### src/design/asp_map.svh
`ifndef ASP_MAP_SVH
`define ASP_MAP_SVH
// ---------------------------------------------------------------
// register offsets
// ---------------------------------------------------------------
`define ASP_OFS_CTRL    8'h00
`define ASP_OFS_FRAME   8'h04
`define ASP_OFS_DIV     8'h08
`define ASP_OFS_STAT    8'h0C
`define ASP_OFS_MASK    8'h10
`define ASP_OFS_LIVE    8'h14
// ---------------------------------------------------------------
// control, frame and status fields
// ---------------------------------------------------------------
`define ASP_CTRL_EN     0
`define ASP_CTRL_MODE   3:1
`define ASP_CTRL_WLEN   8:4
`define ASP_CTRL_LSBF   9
`define ASP_CTRL_ICLK   10
`define ASP_CTRL_IFS    11
`define ASP_CTRL_DIR0   12
`define ASP_CTRL_CMP0   15:14
`define ASP_CTRL_CMP1   17:16
`define ASP_CTRL_CMPL   14
`define ASP_FRAME_SLOTS 6:0
`define ASP_FRAME_FLEN  20:8
`define ASP_ST_FSERR    0
`define ASP_ST_UNDER    1
`define ASP_ST_OVER     2
// ---------------------------------------------------------------
// reset values
// ---------------------------------------------------------------
`define ASP_RST_CTRL    32'h0000_00F0
`define ASP_RST_FRAME   32'h0000_1F00
`define ASP_RST_DIV     16'h0001
// ---------------------------------------------------------------
// timing and word length minima
// ---------------------------------------------------------------
`define ASP_CLK_NS      25
`define ASP_MIN_BIT_NS  20
`define ASP_MIN_HALF    ((`ASP_MIN_BIT_NS + 2*`ASP_CLK_NS - 1) / (2*`ASP_CLK_NS))
`define ASP_MIN_WL_STD  5'd2
`define ASP_MIN_WL_LR   5'd7
`endif

### src/design/asp_pkg.sv
package asp_pkg;
   typedef enum logic [2:0] {ASP_STD, ASP_TDM, ASP_I2S, ASP_PI2S, ASP_LJ}
      asp_mode_t;
   typedef logic [31:0] asp_word_t;
   typedef logic [1:0][31:0] asp_pair_t;
endpackage : asp_pkg

### src/design/asp_port.sv
`timescale 1ns/100ps
`include "asp_map.svh"
// Contract
// - port pins: two data lines, one bit clock, one frame sync
// - each line transmit or receive, with its own dma word channel
// - bit rate at most 50 Mbps; partner clocks no faster
// - two ports pair for tdm: one transmits both lines, other receives
// - tdm frames carry up to 128 slots
// - modes: standard, tdm, i2s, packed i2s, left-justified pair
// - left-justified: one sample on fs high, one on fs low
// - i2s/left-justified on both lines gives four channels
// - bit order per word selectable, lsb or msb first
// - standard and tdm word length 3 to 32 bits
// - i2s and left-justified word length 8 to 32 bits
// - optional mu-law or a-law companding chosen per data line
// - bit clock and frame sync internal or driven by partner
// - frame sync during a word in flight is an error
// - frame sync errors share one error interrupt
// - eight ports give sixteen pins, up to 32 channels
module asp_port
   import asp_pkg::*;
(
   input  wire logic             core_clk,   // 40 MHz
   input  wire logic             rstn,       // sync reset, low
   input  wire logic [7:0]       paddr,      // apb address
   input  wire logic             psel,       // apb select
   input  wire logic             penable,    // apb enable
   input  wire logic             pwrite,     // apb direction
   input  wire asp_pkg::asp_word_t pwdata,   // apb write data
   output asp_pkg::asp_word_t    prdata,     // apb read data
   output logic                  pready,     // apb ready
   output logic                  pslverr,    // apb error
   output logic                  irq,        // error interrupt
   input  wire logic             sclk_in,    // bit clock pin in
   output logic                  sclk_out,   // bit clock pin out
   output logic                  sclk_oe,    // bit clock drive
   input  wire logic             fs_in,      // frame sync pin in
   output logic                  fs_out,     // frame sync pin out
   output logic                  fs_oe,      // frame sync drive
   input  wire logic [1:0]       din,        // data pins in
   output logic [1:0]            dout,       // data pins out
   output logic [1:0]            dout_oe,    // data pin drive
   input  wire asp_pkg::asp_pair_t tx_data,  // dma words to send
   input  wire logic [1:0]       tx_valid,   // dma word offered
   output logic [1:0]            tx_ready,   // holding slot free
   output asp_pkg::asp_pair_t    rx_data,    // dma received words
   output logic [1:0]            rx_valid,   // received word held
   input  wire logic [1:0]       rx_ready    // dma takes word
);
   import asp_pkg::*;

   // ------------------------------------------------------------
   // companding and bit order helpers
   // ------------------------------------------------------------
   function automatic logic [7:0] asp_enc(input logic [15:0] lin,
                                          input logic alaw);
      logic       sgn;
      logic [15:0] mag;
      logic [2:0] seg;
      logic [3:0] man;
      sgn = lin[15];
      mag = {1'b0, (sgn ? ~lin[14:0] : lin[14:0])};
      if (!alaw)
         mag = (mag > 16'h7F7B) ? 16'h7FFF : mag + 16'h0084;
      seg = 3'h0;
      for (int i = 0; i < 7; i++)
         if (mag[i + 8])
            seg = 3'(i + 1);
      man = 4'(mag >> (5'(seg) + 5'h03));
      return alaw ? ({~sgn, seg, man} ^ 8'h55) : ~{sgn, seg, man};
   endfunction : asp_enc

   function automatic logic [15:0] asp_dec(input logic [7:0] code,
                                           input logic alaw);
      logic [7:0]  c;
      logic [15:0] mag;
      c = alaw ? (code ^ 8'h55) : ~code;
      mag = 16'({1'b1, c[3:0], 1'b1}) << (5'(c[6:4]) + 5'h02);
      if (!alaw)
         mag = mag - 16'h0084;
      return c[7] ? ~mag : mag;
   endfunction : asp_dec

   function automatic logic [4:0] asp_bitpos(input logic [4:0] cnt,
                                             input logic [4:0] wl,
                                             input logic lsbf);
      return lsbf ? cnt : wl - cnt;
   endfunction : asp_bitpos

   // ------------------------------------------------------------
   // state
   // ------------------------------------------------------------
   logic [31:0] ctrl, frame, next_ctrl, next_frame;
   logic [15:0] div, next_div;
   logic [2:0]  stat, mask, next_stat, next_mask;
   asp_word_t   next_prdata;
   logic        next_pslverr;
   logic [3:0]  in_s1, in_s2;
   logic        sclk_d, fs_prev, next_sclk_d, next_fs_prev;
   logic [15:0] div_cnt, next_div_cnt;
   logic        sclk_gen, fs_gen, next_sclk_gen, next_fs_gen;
   logic [12:0] fcnt, next_fcnt;
   logic [1:0]  arm, next_arm;
   logic        active, more, next_active, next_more;
   logic [4:0]  bcnt, next_bcnt;
   logic [6:0]  slot, next_slot;
   asp_pair_t   tx_sh, tx_buf, rx_sh, next_tx_sh, next_tx_buf, next_rx_sh;
   asp_pair_t   next_rx_data;
   logic [1:0]  tx_full, next_tx_full, next_rx_valid, next_dout;

   // decoded configuration
   asp_mode_t   mode;
   logic        en, lr, sclk_lvl, fs_lvl, rise, fall, start, load;
   logic [4:0]  wl;
   logic [1:0]  dirtx;
   logic [2:0]  set;
   logic        setup, wr;

   always_comb
   begin
      en    = ctrl[`ASP_CTRL_EN];
      dirtx = ctrl[`ASP_CTRL_DIR0 + 1:`ASP_CTRL_DIR0];
      // five modes; spare codes fall back to standard
      unique case (ctrl[`ASP_CTRL_MODE])
         3'h1:    mode = ASP_TDM;
         3'h2:    mode = ASP_I2S;
         3'h3:    mode = ASP_PI2S;
         3'h4:    mode = ASP_LJ;
         default: mode = ASP_STD;
      endcase
      lr = (mode == ASP_I2S) || (mode == ASP_PI2S) || (mode == ASP_LJ);
      wl = ctrl[`ASP_CTRL_WLEN];
      if (lr && wl < `ASP_MIN_WL_LR)
         wl = `ASP_MIN_WL_LR;
      else if (!lr && wl < `ASP_MIN_WL_STD)
         wl = `ASP_MIN_WL_STD;
      // internal or partner clock and frame sync
      sclk_lvl = ctrl[`ASP_CTRL_ICLK] ? sclk_gen : in_s2[0];
      fs_lvl   = ctrl[`ASP_CTRL_IFS] ? fs_gen : in_s2[1];
      rise  = en & sclk_lvl & ~sclk_d;
      fall  = en & ~sclk_lvl & sclk_d;
      // lr modes frame on either fs level change
      start = lr ? (fs_lvl != fs_prev) : (fs_lvl & ~fs_prev);
      load  = fall & ((arm == 2'h1) | more);
      setup = psel & ~penable;
      wr    = psel & penable & pwrite;
   end

   // ------------------------------------------------------------
   // serial engine
   // ------------------------------------------------------------
   always_comb
   begin
      next_sclk_d   = sclk_lvl;
      next_fs_prev  = fs_prev;
      next_div_cnt  = div_cnt;
      next_sclk_gen = sclk_gen;
      next_fcnt     = fcnt;
      next_fs_gen   = fs_gen;
      next_arm      = arm;
      next_active   = active;
      next_more     = more;
      next_bcnt     = bcnt;
      next_slot     = slot;
      next_tx_sh    = tx_sh;
      next_tx_buf   = tx_buf;
      next_tx_full  = tx_full;
      next_rx_sh    = rx_sh;
      next_rx_data  = rx_data;
      next_rx_valid = rx_valid;
      next_dout     = dout;
      set           = 3'h0;
      // half period floor keeps the bit rate legal
      if (!en || div_cnt >= div || div_cnt >= 16'hFFFE)
      begin
         next_div_cnt  = 16'h0000;
         next_sclk_gen = en & ~sclk_gen;
      end
      else
         next_div_cnt = div_cnt + 16'h0001;
      if (fall)
      begin
         next_fcnt = (fcnt >= frame[`ASP_FRAME_FLEN]) ? 13'h0000
                                                      : fcnt + 13'h0001;
         // lr modes: fs high for first half, low for second
         next_fs_gen = lr ? (next_fcnt <= (frame[`ASP_FRAME_FLEN] >> 1))
                          : (next_fcnt == 13'h0000);
      end
      for (int l = 0; l < 2; l++)
      begin
         // dma side: one holding word per line
         if (tx_valid[l] && !tx_full[l])
         begin
            next_tx_buf[l]  = tx_data[l];
            next_tx_full[l] = 1'b1;
         end
         if (rx_valid[l] && rx_ready[l])
            next_rx_valid[l] = 1'b0;
      end
      if (rise)
      begin
         next_fs_prev = fs_lvl;
         if (start)
         begin
            // fs while a word is in flight
            if (active || more)
               set[`ASP_ST_FSERR] = 1'b1;
            next_arm    = (mode == ASP_I2S || mode == ASP_PI2S) ? 2'h2
                                                                 : 2'h1;
            next_active = 1'b0;
            next_more   = 1'b0;
            next_slot   = 7'h00;
         end
         else if (active)
         begin
            for (int l = 0; l < 2; l++)
               next_rx_sh[l][asp_bitpos(bcnt, wl, ctrl[`ASP_CTRL_LSBF])]
                  = in_s2[l + 2];
            next_bcnt = bcnt + 5'h01;
            if (bcnt == wl)
            begin
               next_active = 1'b0;
               for (int l = 0; l < 2; l++)
               begin
                  if (!dirtx[l])
                  begin
                     next_rx_data[l] = next_rx_sh[l];
                     if (ctrl[`ASP_CTRL_CMPL + 2*l +: 2] != 2'h0)
                        next_rx_data[l] = 32'(signed'(asp_dec(
                           next_rx_sh[l][7:0],
                           ctrl[`ASP_CTRL_CMPL + 2*l + 1])));
                     if (rx_valid[l] && !rx_ready[l])
                        set[`ASP_ST_OVER] = 1'b1;
                     next_rx_valid[l] = 1'b1;
                  end
               end
               // tdm and packed i2s walk up to 128 slots
               if ((mode == ASP_TDM || mode == ASP_PI2S)
                   && slot < frame[`ASP_FRAME_SLOTS])
               begin
                  next_more = 1'b1;
                  next_slot = slot + 7'h01;
               end
            end
         end
      end
      if (fall && arm != 2'h0)
         next_arm = arm - 2'h1;
      if (load)
      begin
         next_active = 1'b1;
         next_more   = 1'b0;
         next_bcnt   = 5'h00;
         for (int l = 0; l < 2; l++)
         begin
            next_tx_sh[l] = 32'h0000_0000;
            if (dirtx[l])
            begin
               if (tx_full[l])
               begin
                  next_tx_sh[l]   = tx_buf[l];
                  next_tx_full[l] = 1'b0;
               end
               else
                  set[`ASP_ST_UNDER] = 1'b1;
               if (ctrl[`ASP_CTRL_CMPL + 2*l +: 2] != 2'h0)
                  next_tx_sh[l] = {24'h00_0000, asp_enc(
                     next_tx_sh[l][15:0], ctrl[`ASP_CTRL_CMPL + 2*l + 1])};
            end
            next_dout[l] = next_tx_sh[l][asp_bitpos(5'h00, wl,
                                                    ctrl[`ASP_CTRL_LSBF])];
         end
      end
      else if (fall && active)
      begin
         for (int l = 0; l < 2; l++)
            next_dout[l] = tx_sh[l][asp_bitpos(bcnt, wl,
                                               ctrl[`ASP_CTRL_LSBF])];
      end
      if (!en)
      begin
         next_arm    = 2'h0;
         next_active = 1'b0;
         next_more   = 1'b0;
         next_fcnt   = 13'h0000;
         next_fs_gen = 1'b0;
      end
   end

   // ------------------------------------------------------------
   // apb registers
   // ------------------------------------------------------------
   always_comb
   begin
      next_ctrl    = ctrl;
      next_frame   = frame;
      next_div     = div;
      next_mask    = mask;
      next_stat    = stat;
      next_prdata  = prdata;
      next_pslverr = 1'b0;
      if (wr)
      begin
         unique case (paddr)
            `ASP_OFS_CTRL:  next_ctrl  = pwdata & 32'h0003_FFFF;
            `ASP_OFS_FRAME: next_frame = pwdata & 32'h001F_FF7F;
            `ASP_OFS_DIV:   next_div   = (pwdata[15:0] < 16'(`ASP_MIN_HALF))
                                         ? 16'(`ASP_MIN_HALF) : pwdata[15:0];
            `ASP_OFS_MASK:  next_mask  = pwdata[2:0];
            `ASP_OFS_STAT:  next_stat  = stat & ~pwdata[2:0];
            default:        next_stat  = stat;
         endcase
      end
      // set wins over a one-written clear
      next_stat = next_stat | set;
      if (setup)
      begin
         next_pslverr = 1'b0;
         unique case (paddr)
            `ASP_OFS_CTRL:  next_prdata = ctrl;
            `ASP_OFS_FRAME: next_prdata = frame;
            `ASP_OFS_DIV:   next_prdata = {16'h0000, div};
            `ASP_OFS_STAT:  next_prdata = {29'h0, stat};
            `ASP_OFS_MASK:  next_prdata = {29'h0, mask};
            `ASP_OFS_LIVE:  next_prdata = {14'h0000, rx_valid, tx_full,
                                           slot, bcnt, more, active};
            default:
            begin
               next_prdata  = 32'h0000_0000;
               next_pslverr = 1'b1;
            end
         endcase
      end
      else if (psel && penable)
         next_pslverr = pslverr;
   end

   always_ff @(posedge core_clk)
   begin
      // only the second stage is read by logic
      in_s1 <= {din, fs_in, sclk_in};
      in_s2 <= in_s1;
      if (!rstn)
      begin
         ctrl     <= `ASP_RST_CTRL;
         frame    <= `ASP_RST_FRAME;
         div      <= `ASP_RST_DIV;
         stat     <= 3'h0;
         mask     <= 3'h0;
         prdata   <= 32'h0000_0000;
         pslverr  <= 1'b0;
         sclk_d   <= 1'b0;
         fs_prev  <= 1'b0;
         div_cnt  <= 16'h0000;
         sclk_gen <= 1'b0;
         fs_gen   <= 1'b0;
         fcnt     <= 13'h0000;
         arm      <= 2'h0;
         active   <= 1'b0;
         more     <= 1'b0;
         bcnt     <= 5'h00;
         slot     <= 7'h00;
         tx_sh    <= '0;
         tx_buf   <= '0;
         tx_full  <= 2'h0;
         rx_sh    <= '0;
         rx_data  <= '0;
         rx_valid <= 2'h0;
         dout     <= 2'h0;
      end
      else
      begin
         ctrl     <= next_ctrl;
         frame    <= next_frame;
         div      <= next_div;
         stat     <= next_stat;
         mask     <= next_mask;
         prdata   <= next_prdata;
         pslverr  <= next_pslverr;
         sclk_d   <= next_sclk_d;
         fs_prev  <= next_fs_prev;
         div_cnt  <= next_div_cnt;
         sclk_gen <= next_sclk_gen;
         fs_gen   <= next_fs_gen;
         fcnt     <= next_fcnt;
         arm      <= next_arm;
         active   <= next_active;
         more     <= next_more;
         bcnt     <= next_bcnt;
         slot     <= next_slot;
         tx_sh    <= next_tx_sh;
         tx_buf   <= next_tx_buf;
         tx_full  <= next_tx_full;
         rx_sh    <= next_rx_sh;
         rx_data  <= next_rx_data;
         rx_valid <= next_rx_valid;
         dout     <= next_dout;
      end
   end

   // ------------------------------------------------------------
   // pins and handshakes
   // ------------------------------------------------------------
   always_comb
   begin
      pready   = 1'b1;
      // port error feeds the shared interrupt line
      irq      = |(stat & mask);
      tx_ready = ~tx_full;
      // drive clock and sync only when generated here
      sclk_out = sclk_gen;
      sclk_oe  = en & ctrl[`ASP_CTRL_ICLK];
      fs_out   = fs_gen;
      fs_oe    = en & ctrl[`ASP_CTRL_IFS];
      // each line drives only when set to transmit
      dout_oe  = {2{en}} & dirtx;
   end
endmodule : asp_port

### config.mk
export PLATFORM = sky130hd
export DESIGN_NAME = asp_port
export DESIGN_NICKNAME = d
export VERILOG_FILES = /design/src/design/asp_pkg.sv /design/src/design/asp_port.sv
export VERILOG_INCLUDE_DIRS = /design/src /design/src/design
export SDC_FILE = /design/constraint.sdc
export NUM_CORES = 1
export LEC_CHECK = 0
export ABC_AREA = 1
export BUFFER_PORTS_ARGS = -buffer_cell sky130_fd_sc_hd__buf_2
export CAP_MARGIN = 20
export CORE_MARGIN = 3
export CORE_UTILIZATION = 60
export CTS_BUF_LIST = sky130_fd_sc_hd__clkbuf_16
export DETAILED_ROUTE_END_ITERATION = 7
export PLACE_DENSITY = 0.87
export SETUP_SLACK_MARGIN = 0.3
export SYNTH_ARGS = -nofsm -noshare
export SYNTH_HDL_FRONTEND = slang
export SYNTH_SLANG_ARGS = --single-unit
### constraint.sdc
create_clock -name core_clk -period 14.2 [get_ports core_clk]
set_input_delay 1.42 -clock core_clk [delete_from_list [all_inputs] [get_ports core_clk]]
set_output_delay 1.42 -clock core_clk [all_outputs]
set_load 0.03 [all_outputs]
==> reports/summary.txt <==
Measured slew at the worst slew-check pin -> 1.12 ns
Synthesis-stage register bit count -> 401
Reg2Reg Capture Point -> rx_data[40]
Crit-path slowest cell -> sky130_fd_sc_hd__nor2_2
Post-synth top flop -> sky130_fd_sc_hd__dfxtp_1
Detailed Routing Iterations Pass 1 -> 6
Area leader, netlist -> sky130_fd_sc_hd__dfxtp_1
Maximum vdd ir drop -> 86.4 uV
Filler Cells Inserted -> 3449
Ports -> 228
Sequential cell area fraction in the yosys report -> 33.7%
Setup crit start -> ctrl[3]
Crit path launch type -> flip-flop
Fin nets -> 3894
Proportion of layout cells with a drive suffix above 1 -> 11.3%
Remaining DRCs -> 0
Highest fanout seen on the critical path -> 18
Number of logic stages on the critical path including buffering -> 26
Number of clock buffers inserted by TritonCTS -> 43
Multi-input combinational cell area -> 13400 sq um
Unrepaired setup endpoints after global routing -> no
Area share of the leading cell type in the synthesized netlist -> 33.7%
Starting DRT DRC Count -> 2493
Count of flip-flops with a built-in enable after synthesis -> 0
Area delta synth->final -> 10.7%
Number of instances in the synthesized netlist -> 3608
Mean cell area of the mapped netlist -> 6.60 sq um
CTS tree -> yes
Peak per-stage delay on the critical path -> 0.54 ns
Residual overflow from global routing -> 0
Post-synthesis cell area -> 23800 sq um
Die X -> 205 um
Maximum number of pins on one net before global-route repair -> 81
Most used cell, CP -> sky130_fd_sc_hd__nand2_1
CP arrival -> 6.72 ns
Result of the run -> finished, final reports clean
Initial core utilization -> 61.2%
Most frequent cell after synthesis -> sky130_fd_sc_hd__nand2_1
Count of pins over their slew limit -> 0
Number of failing hold endpoints at the final stage -> 0
Final Non-Filler Cells -> 4255
Clock transition at the registers of the reported paths -> 0.06 ns
Vias in the first global route -> 22.2k
Synth async-reset ratio -> 0%
Worst r2r path cells -> 26
Worst hold-check path type -> flip-flop to flip-flop
Tot GR Track Use -> 32.8%
Ratio of final minimum period to clock period -> 44.5%
Setup slack on the worst flop-to-flop path -> 7.88 ns
Worst EP required -> 14.60 ns
Clk Latency, worst-skew pair -> 0.58 ns
Library cells used by synthesis -> 67
Cell family with most CP delay -> simple AND/OR/NAND/NOR gates
Number of antenna violations at the first check in global routing -> 1
Max_slew headroom -> 25.5%
Maximum clock insertion buffer count -> 3
First-pass GRT wire length -> 114 mm
Pwr Density -> 96.2 nW/um^2
Number of vias after detailed routing -> 24.7k
Clock Sinks -> 401
Synthesis warning total -> 0
Clk root buf -> sky130_fd_sc_hd__clkbuf_16
Global placement routability congestion -> 0.984
Number of stages on the worst hold path -> 0
Final total negative setup slack -> 0 ns
Vias per cell -> 5.80
Minimum setup slack in the final design -> 7.88 ns
Hold Worst Slack -> 0.329 ns
Residual antenna-violating net count after detailed routing -> 0
Category of the most critical setup path -> flip-flop to flip-flop
Average wire length per cell after detail routing -> 16.8 um
Number of core rows -> 72
Final number of setup-violating endpoints -> 0
Final critical delay including setup and external delays -> 6.32 ns
Placeable core region -> 38900 sq um
Combined flip-flop and latch cell area -> 8030 sq um
CTS H-tree depth -> 2
Startpoint of the worst register-to-register path -> ctrl[3]
Max frequency -> 158 MHz
Synth top area cells -> sky130_fd_sc_hd__dfxtp_1 34%, sky130_fd_sc_hd__nand2_1 13%, sky130_fd_sc_hd__o21ai_0 7.8%, sky130_fd_sc_hd__inv_1 6.5%, sky130_fd_sc_hd__nand3_1 5.5%
Leading post-synthesis cells by instance count -> 838 x sky130_fd_sc_hd__nand2_1, 410 x sky130_fd_sc_hd__inv_1, 401 x sky130_fd_sc_hd__dfxtp_1
Crit end category -> flip-flop
Worst-case setup slack after placement -> 8.07 ns
Cell count after placement -> 4181
HPWL reported at the end of detailed placement -> 50.5 mm
Port Buf Inserts -> 204
Final antenna diode count -> 0
Die Y-Extent -> 205 um
Resized cells post-CTS -> 0
Total Die Area -> 42100 sq um
Number of violations of the max-capacitance limit -> 0
Worst Hold Path EP -> in_s2[1]
Count of hold-fix buffers inserted at cts -> 0
Hold path startpoint -> in_s1[1]
Leakage -> 12.1 nW
Post CTS Setup Buffer Count -> 0
Worst clock skew on the final layout -> 0.0234 ns
Total length of routed wires -> 71.3 mm
Critical path buffers and inverters -> 4
area by class of cell:
cell class,count,share of cell area [%]
well taps,518,2.46
inverters,443,6.33
clock inverters,28,1.15
multi-input cells,2592,50.7
repair buffers,228,4.64
flip-flops and latches,401,30.4
clock buffers,45,4.27
registers in the layout, summed over array words and instances, names as in the netlist, 7 cells and up:
signal   flops
ctrl        18
div         16
div_cnt     16
fcnt        13
frame       20
prdata      21
rx_data     64
rx_sh       64
slot         7
tx_buf      64
tx_sh       64
worst max-delay path by stage:
| stage | endpoint |
|---|---|
| after global routing | rx_data[12] |
| final | rx_data[40] |
| after detailed placement | rx_data[40] |
| after floorplan | rx_data[15] |
| after CTS | rx_data[40] |
| after global placement | rx_data[12] |
cell usage in the layout, fill, tap and decap left out, types with 9 or more instances in the layout:
cell,count
sky130_fd_sc_hd__ha_1,67
sky130_fd_sc_hd__a21oi_4,22
sky130_fd_sc_hd__inv_2,19
sky130_fd_sc_hd__a21oi_1,233
sky130_fd_sc_hd__a31oi_1,18
sky130_fd_sc_hd__o21ai_0,371
sky130_fd_sc_hd__xor2_1,49
sky130_fd_sc_hd__nor4_1,12
sky130_fd_sc_hd__o211ai_1,47
sky130_fd_sc_hd__a22o_1,9
sky130_fd_sc_hd__nand4_1,24
sky130_fd_sc_hd__nand2_1,837
sky130_fd_sc_hd__dfxtp_1,401
sky130_fd_sc_hd__nand3b_1,10
sky130_fd_sc_hd__o21bai_1,12
sky130_fd_sc_hd__o22ai_1,62
sky130_fd_sc_hd__nand3_1,262
sky130_fd_sc_hd__nand2_2,28
sky130_fd_sc_hd__a221oi_1,14
sky130_fd_sc_hd__o21ai_2,9
sky130_fd_sc_hd__clkbuf_16,45
sky130_fd_sc_hd__conb_1,12
sky130_fd_sc_hd__nor3_1,25
sky130_fd_sc_hd__clkinv_1,21
sky130_fd_sc_hd__nor2_1,345
sky130_fd_sc_hd__buf_2,203
sky130_fd_sc_hd__inv_1,416
sky130_fd_sc_hd__buf_4,24
sky130_fd_sc_hd__nor2_2,17
sky130_fd_sc_hd__o21ai_1,11
kinds of logic (layout without fill, tap and decap cells):
family | Yosys count | after routing | synth area share, %
AND/OR/NAND/NOR | 1600 | 1600 | 28.7
AO/OA/AOI/OAI | 851 | 851 | 21.2
buffers and inverters | 625 | 744 | 10.4
flip-flops | 401 | 401 | 33.7
adder cells (fa/ha/maj) | 68 | 68 | 3.60
XOR/XNOR | 61 | 61 | 2.42
other | 2 | 12 | 0.0315
power breakdown:
group	switching [W]	internal (W)	total, W
sequential	0.0000166	0.00114	0.00116
clock	0.000471	0.000696	0.00117
combinational	0.000148	0.0000636	0.000211
worst register-to-register path, delay by kind of cell, from the launching register on:
kind,cells,cell delay [ns]
AND/OR/NAND/NOR,12,2.31
AO/OA/AOI/OAI,6,1.30
buffers and inverters,4,1.11
adder cells (fa/ha/maj),4,1.02
flip-flops,1,0.42
metal layers:
| layer | wire [um] | GRT usage [%] | up-vias |
|---|---|---|---|
| li1 | - | - | 12039 |
| met1 | 30100 | 44.2 | 11219 |
| met2 | 31800 | 52.2 | 1192 |
| met3 | 6410 | 5.32 | 208 |
| met4 | 3110 | 14.3 | 2 |
| met5 | 13 | 0 | - |
per-stage QoR:
| stage | area, sq um | power (W) | util [%] |
|---|---|---|---|
| floorplan | 23900 | 0.00134 | - |
| finish | 26400 | 0.00254 | 67.8 |
| global placement | 24900 | 0.00139 | 64.0 |
| CTS | 26400 | 0.00253 | 67.7 |
| detailed placement | 24900 | 0.00139 | 64.1 |
| global route | 26400 | 0.00261 | 67.8 |
Note: power is estimated with default switching activity, not from simulation.
